$ cat config.mk
export PLATFORM = sky130hd
export DESIGN_NAME = dual_comparator_control
export DESIGN_NICKNAME = d
export VERILOG_FILES = /design/src/dual_comparator_control.v
export VERILOG_INCLUDE_DIRS = /design/src
export SDC_FILE = /design/constraint.sdc
export NUM_CORES = 1
export LEC_CHECK = 0
export ABC_CLOCK_PERIOD_IN_PS = 1700
export BUFFER_PORTS_ARGS = -buffer_cell sky130_fd_sc_hd__buf_2
export CAP_MARGIN = 20
export CORE_ASPECT_RATIO = 1.75
export CORE_MARGIN = 5
export CORE_UTILIZATION = 45
export DETAILED_ROUTE_END_ITERATION = 16
export PLACE_DENSITY = 0.8
export SYNTH_ARGS = -nofsm -noshare
export SYNTH_HDL_FRONTEND = slang
export SYNTH_SLANG_ARGS = --single-unit
$ cat constraint.sdc
create_clock -name pclk -period 1.7 [get_ports pclk]
set_input_delay 0.17 -clock pclk [delete_from_list [all_inputs] [get_ports pclk]]
set_output_delay 0.17 -clock pclk [all_outputs]
set_load 0.02 [all_outputs]
$ cat src/cmp_control_regs.vh
`ifndef CMP_CONTROL_REGS_VH
`define CMP_CONTROL_REGS_VH

// Register byte offsets on the APB bus.
`define OFS_COMPARATOR_CONTROL 12'h000
`define OFS_IRQ_CONTROL        12'h004
`define OFS_PORT_DIRECTION     12'h008
`define OFS_PORT_DATA          12'h00c

// Comparator control register layout.
`define CC_RESULT_B      7
`define CC_RESULT_A      6
`define CC_INVERT_B      5
`define CC_INVERT_A      4
`define CC_INPUT_SWITCH  3
`define CC_MODE_HI       2
`define CC_MODE_LO       0
`define CC_WRITE_MASK    8'h3f
`define CC_RESET         8'h00

// Interrupt control register layout.
`define IC_FLAG          0
`define IC_ENABLE        1
`define IC_PERIPH_EN     2
`define IC_GLOBAL_EN     3
`define IC_PRIORITY      4
`define IC_RESET         5'h00

// Port direction register: bit 0 for the first output pin, bit 1 for the second.
`define PD_PIN_A         0
`define PD_PIN_B         1
`define PD_RESET         2'h3

// Comparator modes.
`define MODE_RESET       3'h0
`define MODE_OUT_ROUTED  3'h3
`define MODE_OUT_ROUTED2 3'h5
`define MODE_INT_REF     3'h6
`define MODE_OFF         3'h7

// Port pin masks.
`define PORT_CMP_PINS    8'h7e
`define PORT_OUT_PINS    8'h06
`define PORT_NONE        8'h00

`endif

$ cat src/dual_comparator_control.v
// Decided for this implementation: the APB interface to the registers and the register offsets.
`timescale 1ns/1ps
`include "cmp_control_regs.vh"

// How it works
// Mode 110 steers the internal reference onto both comparators' non-inverting inputs.
// Both comparator results read at control bits 7:6; writes there are ignored.
// Routing enabled: two port pins carry the raw comparator results, unsynchronized.
// Pin direction bits still gate the output enables of the routed pins.
// Inversion bits 4 and 5 flip each comparator's reported result.
// Port data reads give zero on every pin currently used as analog input.
// Any change of either result sets the change flag; no source is kept.
// Software clears the flag writing zero; writing one raises it as an event.
// Interrupt request needs all three enables; the flag sets regardless.
// A change coinciding with a control read may be missed; here set wins.
// A standing mismatch keeps setting the flag every cycle.
// Software reads or writes control first, then clears the flag.
// In sleep an active comparator keeps running and an enabled change wakes.
// Software should pick mode 111 before sleep to save current.
// Waking from sleep leaves the control register untouched.
// Reset forces control to mode 000 and powers both comparators down.
// Without inversion a result is one when plus input exceeds minus input.
// Software should mask the interrupt while changing comparator mode.
// Control layout: results 7:6, inversions 5:4, input switch 3, mode 2:0.
// Raw results are synchronized before status and change detection use them.
// Mismatch compares results against a copy latched on each control access.
module dual_comparator_control (
   // APB clock and reset.
   input  wire        pclk,
   input  wire        presetn,
   // APB slave.
   input  wire        psel,
   input  wire        penable,
   input  wire        pwrite,
   input  wire [11:0] paddr,
   input  wire [31:0] pwdata,
   output reg  [31:0] prdata,
   output reg         pready,
   output reg         pslverr,
   // Analog comparator side.
   input  wire        cmp_a_raw,
   input  wire        cmp_b_raw,
   output reg         cmp_a_power,
   output reg         cmp_b_power,
   output reg         use_internal_ref,
   output reg         input_switch_select,
   // Port pins.
   input  wire [7:0]  port_pin_in,
   output reg  [7:0]  analog_pin_mask,
   output wire        cmp_a_out_pin,
   output reg         cmp_a_out_pin_oe,
   output wire        cmp_b_out_pin,
   output reg         cmp_b_out_pin_oe,
   // Interrupt system and power state.
   input  wire        sleep_mode,
   output reg         cmp_irq,
   output reg         cmp_wake
);

   localparam [2:0] st_idle   = 3'b001;
   localparam [2:0] st_access = 3'b010;
   localparam [2:0] st_done   = 3'b100;

   reg [2:0]  bus_state;
   reg [2:0]  next_bus_state;
   reg [7:0]  comparator_control;
   reg [4:0]  irq_control;
   reg [1:0]  port_direction;
   reg [1:0]  sync_a;
   reg [1:0]  sync_b;
   reg [1:0]  latched_results;
   reg [1:0]  pending_set;
   reg [31:0] next_prdata;
   reg        next_pslverr;

   wire [2:0] mode;
   wire       active;
   wire       routed;
   wire [1:0] results;
   wire       mismatch;
   wire       setup;
   wire       finish;
   wire       do_write;
   wire       cc_hit;
   wire       ic_hit;
   wire       pd_hit;
   wire       pdat_hit;
   wire       cc_touch;
   wire       flag_set;

   function comparators_on;
      input [2:0] m;
      begin
         comparators_on = (m != `MODE_RESET) && (m != `MODE_OFF);
      end
   endfunction

   function outputs_routed;
      input [2:0] m;
      begin
         outputs_routed = (m == `MODE_OUT_ROUTED) || (m == `MODE_OUT_ROUTED2);
      end
   endfunction

   function [7:0] analog_mask;
      input [2:0] m;
      begin
         if (m == `MODE_OFF) begin
            analog_mask = `PORT_NONE;
         end else if (outputs_routed(m)) begin
            analog_mask = `PORT_CMP_PINS & ~`PORT_OUT_PINS;
         end else begin
            analog_mask = `PORT_CMP_PINS;
         end
      end
   endfunction

   function addr_is;
      input [11:0] a;
      input [11:0] ofs;
      begin
         addr_is = (a == ofs);
      end
   endfunction

   assign mode     = comparator_control[`CC_MODE_HI:`CC_MODE_LO];
   assign active   = comparators_on(mode);
   assign routed   = outputs_routed(mode);

   // The second synchronizer stage alone feeds status and change detection.
   assign results  = {sync_b[1] ^ comparator_control[`CC_INVERT_B],
                      sync_a[1] ^ comparator_control[`CC_INVERT_A]};
   assign mismatch = active && (results != latched_results);

   assign setup    = psel && !penable;
   assign finish   = psel && penable && pready;
   assign do_write = finish && pwrite;
   assign cc_hit   = addr_is(paddr, `OFS_COMPARATOR_CONTROL);
   assign ic_hit   = addr_is(paddr, `OFS_IRQ_CONTROL);
   assign pd_hit   = addr_is(paddr, `OFS_PORT_DIRECTION);
   assign pdat_hit = addr_is(paddr, `OFS_PORT_DATA);
   assign cc_touch = finish && cc_hit;
   assign flag_set = mismatch || (pending_set != 2'h0);

   // Pins carry the raw comparator outputs, bypassing the synchronizer.
   assign cmp_a_out_pin = routed &
                          (cmp_a_raw ^ comparator_control[`CC_INVERT_A]);
   assign cmp_b_out_pin = routed &
                          (cmp_b_raw ^ comparator_control[`CC_INVERT_B]);

   // Bus sequencing: no wait cycle; read data is loaded into a flop at the end of the setup cycle.
   always @* begin
      next_bus_state = st_idle;
      case (bus_state)
         st_idle: begin
            if (setup) begin
               next_bus_state = st_access;
            end
         end
         st_access: begin
            next_bus_state = st_done;
         end
         st_done: begin
            if (setup) begin
               next_bus_state = st_access;
            end
         end
         default: begin
            next_bus_state = st_idle;
         end
      endcase
   end

   always @* begin
      next_prdata  = 32'h0000_0000;
      next_pslverr = 1'b0;
      if (cc_hit) begin
         next_prdata[7:0] = {results[1], results[0],
                             comparator_control[`CC_INVERT_B:`CC_MODE_LO]};
      end else if (ic_hit) begin
         next_prdata[4:0] = irq_control;
      end else if (pd_hit) begin
         next_prdata[1:0] = port_direction;
      end else if (pdat_hit) begin
         next_prdata[7:0] = port_pin_in & ~analog_pin_mask;
      end else begin
         next_pslverr = 1'b1;
      end
   end

   always @(posedge pclk or negedge presetn) begin
      if (!presetn) begin
         bus_state <= st_idle;
      end else begin
         bus_state <= next_bus_state;
      end
   end

   // Ready stands for exactly the one access cycle of each transfer.
   always @(posedge pclk or negedge presetn) begin
      if (!presetn) begin
         pready <= 1'b0;
      end else begin
         pready <= (next_bus_state == st_access);
      end
   end

   // Read data and error stand only while ready does, zero otherwise.
   always @(posedge pclk or negedge presetn) begin
      if (!presetn) begin
         pslverr <= 1'b0;
         prdata  <= 32'h0000_0000;
      end else if (next_bus_state == st_access) begin
         pslverr <= next_pslverr;
         prdata  <= pwrite ? 32'h0000_0000 : next_prdata;
      end else begin
         pslverr <= 1'b0;
         prdata  <= 32'h0000_0000;
      end
   end

   // Registers; no sleep input touches them, so wake leaves them as they were.
   always @(posedge pclk or negedge presetn) begin
      if (!presetn) begin
         comparator_control <= `CC_RESET;
      end else if (do_write && cc_hit) begin
         comparator_control <= pwdata[7:0] & `CC_WRITE_MASK;
      end
   end

   always @(posedge pclk or negedge presetn) begin
      if (!presetn) begin
         port_direction <= `PD_RESET;
      end else if (do_write && pd_hit) begin
         port_direction <= pwdata[1:0];
      end
   end

   // Set wins over a software clear of the flag.
   always @(posedge pclk or negedge presetn) begin
      if (!presetn) begin
         irq_control <= `IC_RESET;
      end else begin
         if (do_write && ic_hit) begin
            irq_control <= pwdata[4:0];
         end
         if (flag_set) begin
            irq_control[`IC_FLAG] <= 1'b1;
         end
      end
   end

   // Raw results are sampled through two stages; off comparators read zero.
   always @(posedge pclk or negedge presetn) begin
      if (!presetn) begin
         sync_a <= 2'h0;
      end else begin
         sync_a <= {sync_a[0], cmp_a_raw & active};
      end
   end

   always @(posedge pclk or negedge presetn) begin
      if (!presetn) begin
         sync_b <= 2'h0;
      end else begin
         sync_b <= {sync_b[0], cmp_b_raw & active};
      end
   end

   // Copy of the results taken at each control access ends the mismatch.
   always @(posedge pclk or negedge presetn) begin
      if (!presetn) begin
         latched_results <= 2'h0;
      end else if (cc_touch || !active) begin
         latched_results <= results;
      end
   end

   // A change caught in the same cycle as the latch still sets the flag.
   always @(posedge pclk or negedge presetn) begin
      if (!presetn) begin
         pending_set <= 2'h0;
      end else begin
         pending_set <= (cc_touch && mismatch) ? 2'h1 : 2'h0;
      end
   end

   // Analog side controls follow the mode; reset holds both comparators off.
   always @(posedge pclk or negedge presetn) begin
      if (!presetn) begin
         cmp_a_power <= 1'b0;
         cmp_b_power <= 1'b0;
      end else begin
         cmp_a_power <= active;
         cmp_b_power <= active;
      end
   end

   always @(posedge pclk or negedge presetn) begin
      if (!presetn) begin
         use_internal_ref    <= 1'b0;
         input_switch_select <= 1'b0;
      end else begin
         use_internal_ref    <= (mode == `MODE_INT_REF);
         input_switch_select <= (mode == `MODE_INT_REF) &&
                                comparator_control[`CC_INPUT_SWITCH];
      end
   end

   // In reset every comparator pin is an analog input.
   always @(posedge pclk or negedge presetn) begin
      if (!presetn) begin
         analog_pin_mask <= `PORT_CMP_PINS;
      end else begin
         analog_pin_mask <= analog_mask(mode);
      end
   end

   // Direction bits keep gating the drivers of the routed pins.
   always @(posedge pclk or negedge presetn) begin
      if (!presetn) begin
         cmp_a_out_pin_oe <= 1'b0;
         cmp_b_out_pin_oe <= 1'b0;
      end else begin
         cmp_a_out_pin_oe <= routed && !port_direction[`PD_PIN_A];
         cmp_b_out_pin_oe <= routed && !port_direction[`PD_PIN_B];
      end
   end

   // Interrupt request and wake from sleep.
   always @(posedge pclk or negedge presetn) begin
      if (!presetn) begin
         cmp_irq <= 1'b0;
      end else begin
         cmp_irq <= irq_control[`IC_FLAG] && irq_control[`IC_ENABLE] &&
                    irq_control[`IC_PERIPH_EN] && irq_control[`IC_GLOBAL_EN];
      end
   end

   // Wake from sleep needs only the comparator's own enable.
   always @(posedge pclk or negedge presetn) begin
      if (!presetn) begin
         cmp_wake <= 1'b0;
      end else begin
         cmp_wake <= sleep_mode && irq_control[`IC_FLAG] &&
                     irq_control[`IC_ENABLE];
      end
   end

endmodule

# ---- Word level (Yosys, flattened, before mapping)
# Cells that the tools add are included.
# W data, S select, Z words.
dict set report classes {
  addsub 0
  mul 0
  div_mod_pow 0
  order_cmp 0
  n_eq_ne 13
  shifts 0
  muxes 20
  bitwise_logic 10
  n_reduce_logical 31
}
# operator n
set op_table {}
lappend op_table {{$mux W8} 5}
lappend op_table {{$eq A12 B4 Y1 const B} 2}
lappend op_table {{$logic_and A1 B1 Y1} 19}
lappend op_table {{$eq A12 B3 Y1 const B} 1}
lappend op_table {{$eq A3 B3 Y1 const B} 4}
lappend op_table {{$logic_not A12 Y1} 1}
lappend op_table {{$eq A3 B2 Y1 const B} 3}
lappend op_table {{$and A8 B8 Y8} 1}
lappend op_table {{$mux W1} 8}
lappend op_table {{$not A8 Y8} 1}
lappend op_table {{$mux W3} 2}
lappend op_table {{$mux W6} 1}
lappend op_table {{$pmux W3 S2} 1}
lappend op_table {{$mux W5} 1}
lappend op_table {{$and A1 B1 Y1} 4}
lappend op_table {{$logic_not A1 Y1} 4}
lappend op_table {{$mux W2} 2}
lappend op_table {{$reduce_bool A2 Y1} 2}
lappend op_table {{$xor A1 B1 Y1} 4}
lappend op_table {{$eq A3 B1 Y1 const B} 1}
lappend op_table {{$logic_or A1 B1 Y1} 3}
lappend op_table {{$ne A3 B3 Y1 const B} 1}
lappend op_table {{$reduce_bool A3 Y1} 1}
lappend op_table {{$ne A2 B2 Y1} 1}
lappend op_table {{$reduce_or A2 Y1} 1}
dict set report word_totals {
  regBits 72
  latch_bits 0
  ram_bits 0
  romBits 0
  out_inout_bits 52
  mem_count 0
}

# ---- Depth between registers and ports, before layout
# Gate-level depths: netlist of run 1.
dict set report logic_depth {
  ltp_word 8
  ltp_mapped 5
  depth_no_buf 5
}

# ---- Least setup slack after synthesis of run 1
# OpenSTA, ideal clock, no wires.
dict set report synth_path {
  path_type {reg-to-reg}
  from {register comparator_control[1]}
  to {register latched_results[0]}
  setup_ns 0.128
  t_arrival_ns 1.377
  setup_slack_ns 0.195
  stages_incl_launch_ff 5
  n_path_buf 0
  cell_sequence {dfrtp_1 -> or3_1 -> and2_1 -> o21ai_2 -> mux2_1}
}
dict set report synth_via {
  elab_chain_len 4
  word_cells_on_any_way 5
  cone_classes {eq/ne (1); reduce/logical (4)}
}
# element line
set synth_lines {}
lappend synth_lines {{from (decl)} dual_comparator_control.v:66} ;# reg [7:0] comparator_control;
lappend synth_lines {{from (signal assigned)} dual_comparator_control.v:225} ;# comparator_control <= `CC_RESET;
lappend synth_lines {{from (signal assigned)} dual_comparator_control.v:227} ;# comparator_control <= pwdata[7:0] & `CC_WRITE_MASK;
lappend synth_lines {{$ne A3 B3 Y1 (no line) / $reduce_bool A3 Y1 (equally long branches)} n/a}
lappend synth_lines {{$logic_and A1 B1 Y1 *} dual_comparator_control.v:94} ;# comparators_on = (m != `MODE_RESET) && (m != `MODE_OFF);
lappend synth_lines {{via active} dual_comparator_control.v:77} ;# wire active;
lappend synth_lines {{$logic_not A1 Y1 *} dual_comparator_control.v:274} ;# end else if (cc_touch || !active) begin
lappend synth_lines {{$logic_or A1 B1 Y1 *} dual_comparator_control.v:274}
lappend synth_lines {{to (signal assigned)} dual_comparator_control.v:275} ;# latched_results <= results;
lappend synth_lines {{to (decl)} dual_comparator_control.v:71} ;# reg [1:0] latched_results;
# Mark *: on every way through the listed nets, which the timed path passes. The rest lies on a longest branch.
# A chain may end at the register's enable or synchronous reset.

# ---- Worst setup path in the final report of run 1
dict set report layout_path {
  from {register comparator_control[1]}
  to {output cmp_b_out_pin}
}
dict set report layout_via {
  elab_chain_len 3
  word_cells_on_any_way 4
  cone_classes {eq/ne (2); bitwise (1); reduce/logical (1)}
}
# element line
set layout_lines {}
lappend layout_lines {{$eq A3 B2 Y1 (no line) / $eq A3 B3 Y1 (equally long branches)} n/a}
lappend layout_lines {{$logic_or A1 B1 Y1 *} dual_comparator_control.v:101} ;# outputs_routed = (m == `MODE_OUT_ROUTED) || (m == `MODE_OUT_ROUTED2);
lappend layout_lines {{$and A1 B1 Y1 *} dual_comparator_control.v:148} ;# assign cmp_b_out_pin = routed &
lappend layout_lines {{to (decl)} dual_comparator_control.v:52} ;# output wire cmp_b_out_pin,
# Every way passes the cells marked *; elsewhere a longest branch is shown, timed or not.

==> results of run 1 <==
==> registers in the layout, indices dropped and copies added, names as in the netlist, 2 cells and up <==
signal	flops
prdata	8
comparator_control	6
irq_control	5
bus_state	3
analog_pin_mask	2
latched_results	2
port_direction	2
sync_a	2
sync_b	2
==> worst max-delay path by stage <==
stage,end,slack (ns),cells past startpoint
floorplan,latched_results[0]$_DFFE_PN0P_,0.20,4
global placement,comparator_control[2]$_DFFE_PN0P_,0.17,5
detailed placement,comparator_control[1]$_DFFE_PN0P_,0.12,5
CTS,cmp_a_out_pin,0.13,5
global route,cmp_a_out_pin,0.05,5
finish,cmp_b_out_pin,0.14,5
==> cells in the final DEF, fill, tap and decap left out, types with 6 or more instances in the layout <==
| cell type | count |
|---|---|
| buf_2 | 59 |
| nor2_1 | 17 |
| buf_4 | 9 |
| conb_1 | 26 |
| o21ai_1 | 6 |
| a21oi_1 | 8 |
| nand2_1 | 9 |
| xor2_1 | 6 |
| mux2_4 | 8 |
| dfrtp_1 | 37 |
==> repair_timing <==
item,CTS,global route
setup endpoints to repair,0,1
gates resized for setup,0,1
hold endpoints to repair,17,0
hold buffers,1,0
==> final cells by class <==
| type | count | area share |
|---|---|---|
| flip-flops and latches | 42 | 0.423 |
| clock inverters | 1 | 0.0120 |
| inverters | 6 | 0.00901 |
| well taps | 51 | 0.0255 |
| clock buffers | 7 | 0.0305 |
| multi-input cells | 127 | 0.343 |
| repair buffers | 70 | 0.157 |
==> cell families after synthesis <==
family	synth area share
XOR/XNOR	0.0336
AO/OA/AOI/OAI	0.0535
other	0.00180
flip-flops	0.508
multiplexers	0.0835
buffers and inverters	0.129
AND/OR/NAND/NOR	0.192
==> metrics by stage <==
stage	utilization	instance area [sq um]	setup slack, ns
CTS	0.561	2490	0.127
global route	0.563	2500	0.0498
floorplan	-	2180	0.195
detailed placement	0.535	2380	0.122
finish	0.563	2500	0.141
global placement	0.535	2380	0.167
==> metal layers <==
| metal | global-route usage | vias up |
|---|---|---|
| met5 | 0 | - |
| met4 | 0.0752 | 0 |
| met3 | 0.0412 | 11 |
| met2 | 0.266 | 73 |
| met1 | 0.155 | 694 |
| li1 | - | 703 |
==> worst max-delay path, stage by stage, from the launching register on <==
cell     delay, ns
dfrtp_1       0.38
buf_4         0.16
xor2_1        0.15
nand2_1       0.13
nor2_1        0.11
buf_2         0.16
==> report_power, final <==
part | leakage, nW | switching, mW | total (mW) | internal, mW
Sequential | 0.546 | 0.00521 | 1.01 | 1.01
Clock | 0.0524 | 0.326 | 0.766 | 0.439
Combinational | 0.786 | 0.132 | 0.190 | 0.0581
Total | 1.39 | 0.464 | 1.97 | 1.51
==> impl_results.md, run 1 <==
- Status: complete, no violations
- Clock buffer count from CTS: 5
- Worst Setup SP: comparator_control[1]$_DFFE_PN0P_
- Final std cells w/o fill: between 300 and 400
- Worst-path fanout max: 6
- Post-route antenna net violation count: 0
- Asr flop ratio synth: 1.00
- Distinct cells, synth: 40
- WL/cell: between 10 and 15 um
- CTS tree: built
- Syn_area_per_cell: roughly 11 sq um
- Post-route clock period utilization: 0.917
- IO Port Bufs: 59
- DPL Wire Length: between 3000 and 4000 um
- Final wirelength: between 4000 and 5000 um
- Hold path startpoint: pwrite
- Layout cells sized above 1: 0.395
- Yosys top cell by area: dfrtp_1
- Final Skew: around 0.013 ns
- Hold Vio Cnt, Final: 0
- CP Capture Type: output pin
- CORE AREA: between 4000 and 5000 sq um
- H-tree levels: 2
- DR WL met2: about 2300 um
- Area of the multi-input gates: 857 sq um
- Sink Count: 42
- Root Driver: clkbuf_8
- Yosys reg bits: 42
- Hold Path Class: in2reg
- Initial antenna violation count: 0
- Layout fillers: around 410
- Final setup violating endpoints: 0
- Total Power: 1.97 mW
- Critical Path Source Type: register
- Synth top cells by count: 37 x dfrtp_1, 31 x buf_4, 17 x nor2_1
- Drt initial violations: 11
- Post-synth EDFFs: 0
- Arrival time worst endpoint: 1.39 ns
- Worst hold path cell count: 2
- Met1 WL: between 1500 and 2000 um
- First-pass GRT wire length: 6810 um
- Reg2reg setup slack: between 0.15 and 0.2 ns
- Sequential element share of the synthesized area: 0.508
- Inserted Diodes: 0
- Synth Cell Area: around 2100 sq um
- Die Wd: 61.4 um
- Synth top area share: 0.444
- IO Pins: 112
- Main synth FF type: dfrtp_1
- Crit Reg-Reg Endpoint: latched_results[0]$_DFFE_PN0P_
- DRC: 0
- Remaining global-route overflow: 0
- RSZ-0062 raised after global routing: no
- Global-route usage over all layers: 0.150
- Layout Nets: 312
- Period minus WS final: between 1.5 and 2 ns
- CP required: between 1.5 and 2 ns
- First-pass iteration count of the detailed router: 4
- Setup TNS: 0 ns
- Clock buffer depth: 2
- WS Path Type: reg2out
- Placed Instances: between 200 and 300
- Worst-Skew Late Latency: 0.30 ns
- DIE AREA: around 6100 sq um
- Layout Area Growth over Synthesis: 20.0%
- Die height: 100 um
- Vias per cell: 4.87
- Max rail drop VDD: ~0.00067 V
- Largest net degree at the start of global routing: 25
- Count leader, synth: dfrtp_1
- Crit Reg-Reg Startpoint: comparator_control[1]$_DFFE_PN0P_
- Max-cap violation count: 0
- Register area: approximately 1100 sq um
- Post-Synthesis Cells: between 150 and 200
- Top post-synthesis cells by area: dfrtp_1 44%, buf_4 11%, dfstp_2 6.3%
- # rows: 32
- Initial core utilization: 0.469
- Final slew viol count: 0
- Clk pin slew, worst setup/hold paths: about 0.08 ns
- WL met3: 419 um
- Number of global-route vias before repair: around 1500
- Worst hold slack: between 0.08 and 0.09 ns
- Peak Freq: approximately 640 MHz
- Postcts setup bufs: 0
- Via count of the routed design: around 1500
- Placer congestion estimate: 0.792
- Path depth of the worst reg2reg path: 4
- Pwr/cell area: 788 nW/um^2
- Leakage power: around 1.4 nW
- Yosys Warn Count: 0
- Hold endpoint: prdata[6]$_DFF_PN0_
- Max layer used: met4
(Power assumes the default switching activity.)
==> inputs of run 2 (changes only) <==
--- a/config.mk
+++ b/config.mk
@@ -13,6 +13,7 @@
 export CORE_MARGIN = 5
 export CORE_UTILIZATION = 45
 export DETAILED_ROUTE_END_ITERATION = 16
+export GPL_TIMING_DRIVEN = 0
 export PLACE_DENSITY = 0.8
 export SYNTH_ARGS = -nofsm -noshare
 export SYNTH_HDL_FRONTEND = slang
==> run 2 against run 1 <==
Compared with the run above:
- the run now ends with hold timing left
- fmax is 3.9% lower
- clock power down 16%
- highest routed layer unchanged
- sequential share of layout area shrank 2.1 points
- worst setup slack got worse by 0.064 ns
- flip-flop and latch count did not move
- clock-buffer cell count stayed put
- combinational power rose by 18%
==> impl_results.md, run 2 (synthesized netlist as in run 1, its figures left out) <==
- M1 GR Usage: 0.159
- IO Pins: between 100 and 150
- First-pass GRT wire length: just over 7000 um
- Tightest Pin Transition: 0.880 ns
- Die height: between 100 and 150 um
- Max reg flops: 8
- Worst-Skew Late Latency: around 0.29 ns
- Total Power: 1.89 mW
- Layout cells sized above 1: 0.455
- WS Path Type: reg2reg
- Initial antenna violation count: 0
- First-pass iteration count of the detailed router: 4
- M2 GR Usage: 0.285
- Hold_buf cts: 0
- Status: complete, but fails checks
- Most common cell after layout, fill and taps aside: buf_2
- Worst-path fanout max: 6
- Layout Area Growth over Synthesis: 26.7%
- Path depth of the worst reg2reg path: 4
- Post-route design area: about 2600 sq um
- DIE AREA: around 6100 sq um
- IO Port Bufs: just under 60
- Critical Path Source Type: register
- DRC: 0
- Clock buffer depth: 2
- RSZ-0062 raised after global routing: no
- Clk pin slew, worst setup/hold paths: 0.07 ns
- Regs by FF count: prdata x8, comparator_control x6, irq_control x5
- Final wirelength: around 4600 um
- CORE AREA: between 4000 and 5000 sq um
- Remaining global-route overflow: 0
- Die Wd: just over 60 um
- Period minus WS final: between 1.5 and 2 ns
- Inserted Diodes: 0
- Layout fillers: around 410
- Sink Count: between 40 and 50
- Top reg by flops: prdata
- Drt initial violations: 17
- Pwr/cell area: about 700 nW/um^2
- Arrival time worst endpoint: 1.79 ns
- Hold Path Class: in2async
- Hold Vio Cnt, Final: 1
- # rows: 32
- Final slew viol count: 0
- Fin util: 0.594
- Max-cap violation count: 0
- Layout Nets: 336
- Placer congestion estimate: between 0.8 and 0.9
- Final setup violating endpoints: 0
- CTS tree: built
- Placed cell area: ~2500 sq um
- Failing checks: hold timing
- Global-route usage over all layers: 0.157
- Worst hold slack: -0.00111 ns
- GR peak layer: met2
- Slew headroom: 0.413
- Leakage power: roughly 1.5 nW
- CP required: 1.87 ns
- Via count of the routed design: roughly 1600
- Vias per cell: 4.73
- Final WS setup: slightly below 0.08 ns
- Number of global-route vias before repair: between 1500 and 2000
- H-tree levels: 2
- Initial core utilization: 0.469
- WL/cell: between 10 and 15 um
- Root Driver: clkbuf_8
- Max rail drop VDD: around 0.00052 V
- Final Skew: between 0.003 and 0.004 ns
- Largest net degree at the start of global routing: between 40 and 50
- Post-route antenna net violation count: 0
- Most frequent cells in the layout: 60 x buf_2, 35 x dfrtp_1, 32 x buf_4
- Met3 usage: 0.0296
- DPL Wire Length: 3640 um
- Post-route clock period utilization: 0.955
- Clock buffer count from CTS: 5
- CP Capture Type: register
- Placement Setup Slack: 0.0110 ns
- Setup TNS: 0 ns
- Peak Freq: ~620 MHz
## run 2: changes by cell type in the layout (fill, tap and decap cells not counted), sizes merged
| cell | before | now |
|---|---|---|
| buf | 69 | 92 |
| clkbuf | 7 | 9 |
| bufinv | 1 | 0 |
| clkinv | 0 | 1 |
| dlygate4sd3 | 1 | 0 |
## run 2: layout make-up
| class | instances | area, sq um | area share |
|---|---|---|---|
| buffer | 34 | 245 | 0.0929 |
| clock buffer | 7 | 86.3 | 0.0327 |
| clock inverter | 1 | 5.00 | 0.00190 |
| inverter | 6 | 22.5 | 0.00853 |
| multi-input combinational | 127 | 855 | 0.324 |
| sequential | 42 | 1060 | 0.401 |
| tap | 51 | 63.8 | 0.0242 |
| timing repair buffer | 60 | 303 | 0.115 |
## run 2: path summary, 6_finish.rpt
path	from	to	slack (ns)
max	comparator_control[1]$_DFFE_PN0P_	latched_results[0]$_DFFE_PN0P_	0.08
min	presetn	cmp_b_power$_DFF_PN0_	-0.001
max reg2reg	comparator_control[1]$_DFFE_PN0P_	latched_results[0]$_DFFE_PN0P_	0.08
min reg2reg	sync_b[0]$_DFF_PN0_	sync_b[1]$_DFF_PN0_	0.36
max in group asynchronous	presetn	comparator_control[1]$_DFFE_PN0P_	1.09
min in group pclk	pwrite	prdata[6]$_DFF_PN0_	0.09
## run 2: timing repair
item                       4_1_cts  5_1_grt
gates resized for setup          0        3
buffers inserted                 0        1
setup endpoints to repair        0        2
## run 2: power by group
part           leakage, nW  switching, mW  internal (mW)
clock network       0.0482          0.320          0.328
logic                0.905          0.135         0.0892
registers            0.543        0.00521           1.01
## run 2: per-layer routing
layer,up-vias,share of wire
met5,-,0
met4,0,0.028
met3,9,0.097
met2,80,0.53
met1,708,0.35
li1,754,-
## run 2: through the flow
step                instances  hold WS, ns
global placement          319        0.328
floorplan                 209       -0.126
global route              328       0.0850
finish                    328     -0.00111
detailed placement        319        0.343
CTS                       327       0.0287
## run 2: worst max-delay path, cell delays in order (launching register included)
cell	delay, ns
dfrtp_2	0.45
or3_1	0.43
and2_4	0.20
o21ai_2	0.07
mux2_1	0.34
==> inputs of run 3 (changes only) <==
--- a/config.mk
+++ b/config.mk
@@ -12,6 +12,7 @@
 export CORE_ASPECT_RATIO = 1.75
 export CORE_MARGIN = 5
 export CORE_UTILIZATION = 45
+export CTS_BUF_LIST = sky130_fd_sc_hd__clkbuf_16
 export DETAILED_ROUTE_END_ITERATION = 16
 export GPL_TIMING_DRIVEN = 0
 export PLACE_DENSITY = 0.8
==> run 3 against run 2 <==
Compared with the run above:
- flip-flop and latch count unchanged
- die area unchanged
- first-iteration DRC count down 35%
- clock-buffer cell count down 2
- the flow now finishes without violations
- clock power up 37%
- cell area up 1.5%
- via count down 0.97%
- non-clock buffer count down 1
- final cell count down 0.30%
==> impl_results.md, run 3 (synthesized netlist as in run 1, its figures left out) <==
- Placed Instances: roughly 320
- Reg2reg setup slack: around 0.085 ns
- Layout Area Growth over Synthesis: 28.6%
- Layout fillers: between 400 and 500
- Most frequent cells in the layout: 60 x buf_2, 35 x dfrtp_1, 31 x buf_4
- First-pass GRT wire length: 7220 um
- Global-route usage over all layers: 0.159
- Post-route antenna net violation count: 0
- IO Port Bufs: slightly below 60
- Worst-Skew Late Latency: ~0.28 ns
- First-pass iteration count of the detailed router: 4
- Critical Path Source Type: register
- Postcts setup bufs: 0
- Clock buffer count from CTS: 5
- CP Capture Type: register
- Final setup violating endpoints: 0
- Initial antenna violation count: 0
- Number of global-route vias before repair: 1661
- WS Path Type: reg2reg
- Fin util: 0.603
- Max-cap violation count: 0
- Final Skew: 0.00230 ns
- Worst path max stage delay: between 0.4 and 0.5 ns
- CP Cell Sequence: or3_1 -> and2_4 -> o21ai_2 -> mux2_1
- Final slew viol count: 0
- Area of the multi-input gates: about 850 sq um
- Die height: around 100 um
- Hold Path Class: in2async
- Inserted Diodes: 0
- Period minus WS final: approximately 1.6 ns
- CORE AREA: 4440 sq um
- DPL Wire Length: around 3600 um
- WL/cell: ~14 um
- Top reg by flops: prdata
- Remaining global-route overflow: 0
- H-tree levels: 2
- # rows: 32
- CP required: between 1.5 and 2 ns
- Layout Nets: about 340
- RSZ-0062 raised after global routing: no
- Post-route clock period utilization: 0.950
- Placer congestion estimate: roughly 0.8
- Tightest Pin Transition: between 0.8 and 0.9 ns
- Clock buffer depth: 2
- Register area: 1060 sq um
- Die Wd: 61.4 um
- Max rail drop VDD: roughly 0.00063 V
- Via count of the routed design: around 1500
- Peak Freq: between 600 and 700 MHz
- CTS tree: built
- DIE AREA: roughly 6100 sq um
- Drt initial violations: 11
- Hold Vio Cnt, Final: 0
- Path depth of the worst reg2reg path: 4
- Clk pin slew, worst setup/hold paths: about 0.060 ns
- Sink Count: 42
- Most common cell after layout, fill and taps aside: buf_2
- Status: complete, no violations
- CP max stage cell: dfrtp_2
- Hold_buf cts: 0
- Crit Reg-Reg Startpoint: comparator_control[1]$_DFFE_PN0P_
- DRC: 0
- Largest net degree at the start of global routing: 43
- Layout cells sized above 1: 0.449
- Setup TNS: 0 ns
- IO Pins: ~110
- Leakage power: 1.51 nW
- Initial core utilization: 0.469
- Root Driver: clkbuf_16
- Final std cells w/o fill: around 330
- Arrival time worst endpoint: 1.78 ns
- Crit Reg-Reg Endpoint: latched_results[0]$_DFFE_PN0P_
- Vias per cell: about 4.7
- Final wirelength: approximately 4600 um
- Worst-path fanout max: 7
- Regs by FF count: prdata x8, comparator_control x6, irq_control x5
- Pwr/cell area: 794 nW/um^2
- Slew headroom: 0.415
- Max reg flops: 8
==> run 3: cell count changes in the layout (fill, tap and decap cells not counted), sizes merged <==
cell,previous run,this run
clkinv,1,2
inv,6,7
clkbuf,9,7
buf,92,91
==> run 3: final cells by class <==
cell class / instances / area share
Clock inverter: 3 / 0.00467
Clock buffer: 5 / 0.0467
Buffer: 34 / 0.0915
Timing Repair Buffer: 59 / 0.110
Sequential cell: 42 / 0.396
Inverter: 6 / 0.00841
Tap cell: 51 / 0.0238
Multi-Input combinational cell: 127 / 0.319
==> run 3: worst max-delay path, delay by kind of cell, from the launching register on <==
family	cells	cell delay (ns)
AND/OR/NAND/NOR	2	0.63
flip-flops	1	0.45
multiplexers	1	0.34
AO/OA/AOI/OAI	1	0.07
==> run 3: through the flow <==
stage	cell area [sq um]	total power [mW]	setup WS (ns)	hold WS [ns]
floorplan	2180	1.17	0.195	-0.126
global placement	2540	1.25	0.0676	0.328
detailed placement	2540	1.26	0.0110	0.343
CTS	2670	2.14	0.0113	0.0411
global route	2680	2.21	0.0438	0.107
finish	2680	2.13	0.0849	0.00457
==> run 3: worst max path at each step <==
stage                                 startpoint                        endpoint  slack [ns]  cells past startpoint
5_1_grt        comparator_control[1]$_DFFE_PN0P_  latched_results[0]$_DFFE_PN0P_        0.04                      4
6_report       comparator_control[1]$_DFFE_PN0P_  latched_results[0]$_DFFE_PN0P_        0.08                      4
3_3_place_gp   comparator_control[1]$_DFFE_PN0P_  latched_results[1]$_DFFE_PN0P_        0.07                      4
2_1_floorplan  comparator_control[1]$_DFFE_PN0P_  latched_results[0]$_DFFE_PN0P_        0.20                      4
3_5_place_dp   comparator_control[1]$_DFFE_PN0P_  latched_results[0]$_DFFE_PN0P_        0.01                      4
4_1_cts        comparator_control[1]$_DFFE_PN0P_  latched_results[0]$_DFFE_PN0P_        0.01                      4
==> run 3: timing repair <==
item,CTS,global route
resized for setup,0,3
hold endpoints to repair,0,0
endpoints found under the setup margin,0,2
==> run 3: report_power, final <==
group / leakage, nW / switching (mW) / internal (mW)
Clock: 0.0724 / 0.356 / 0.530
Sequential: 0.543 / 0.00517 / 1.01
Combinational: 0.900 / 0.135 / 0.0892
Total: 1.51 / 0.496 / 1.63
==> run 3: metal layers <==
metal	share of wire	track usage
met4	0.028	0.0817
met2	0.53	0.285
met5	0	0
met1	0.34	0.161
met3	0.11	0.0399
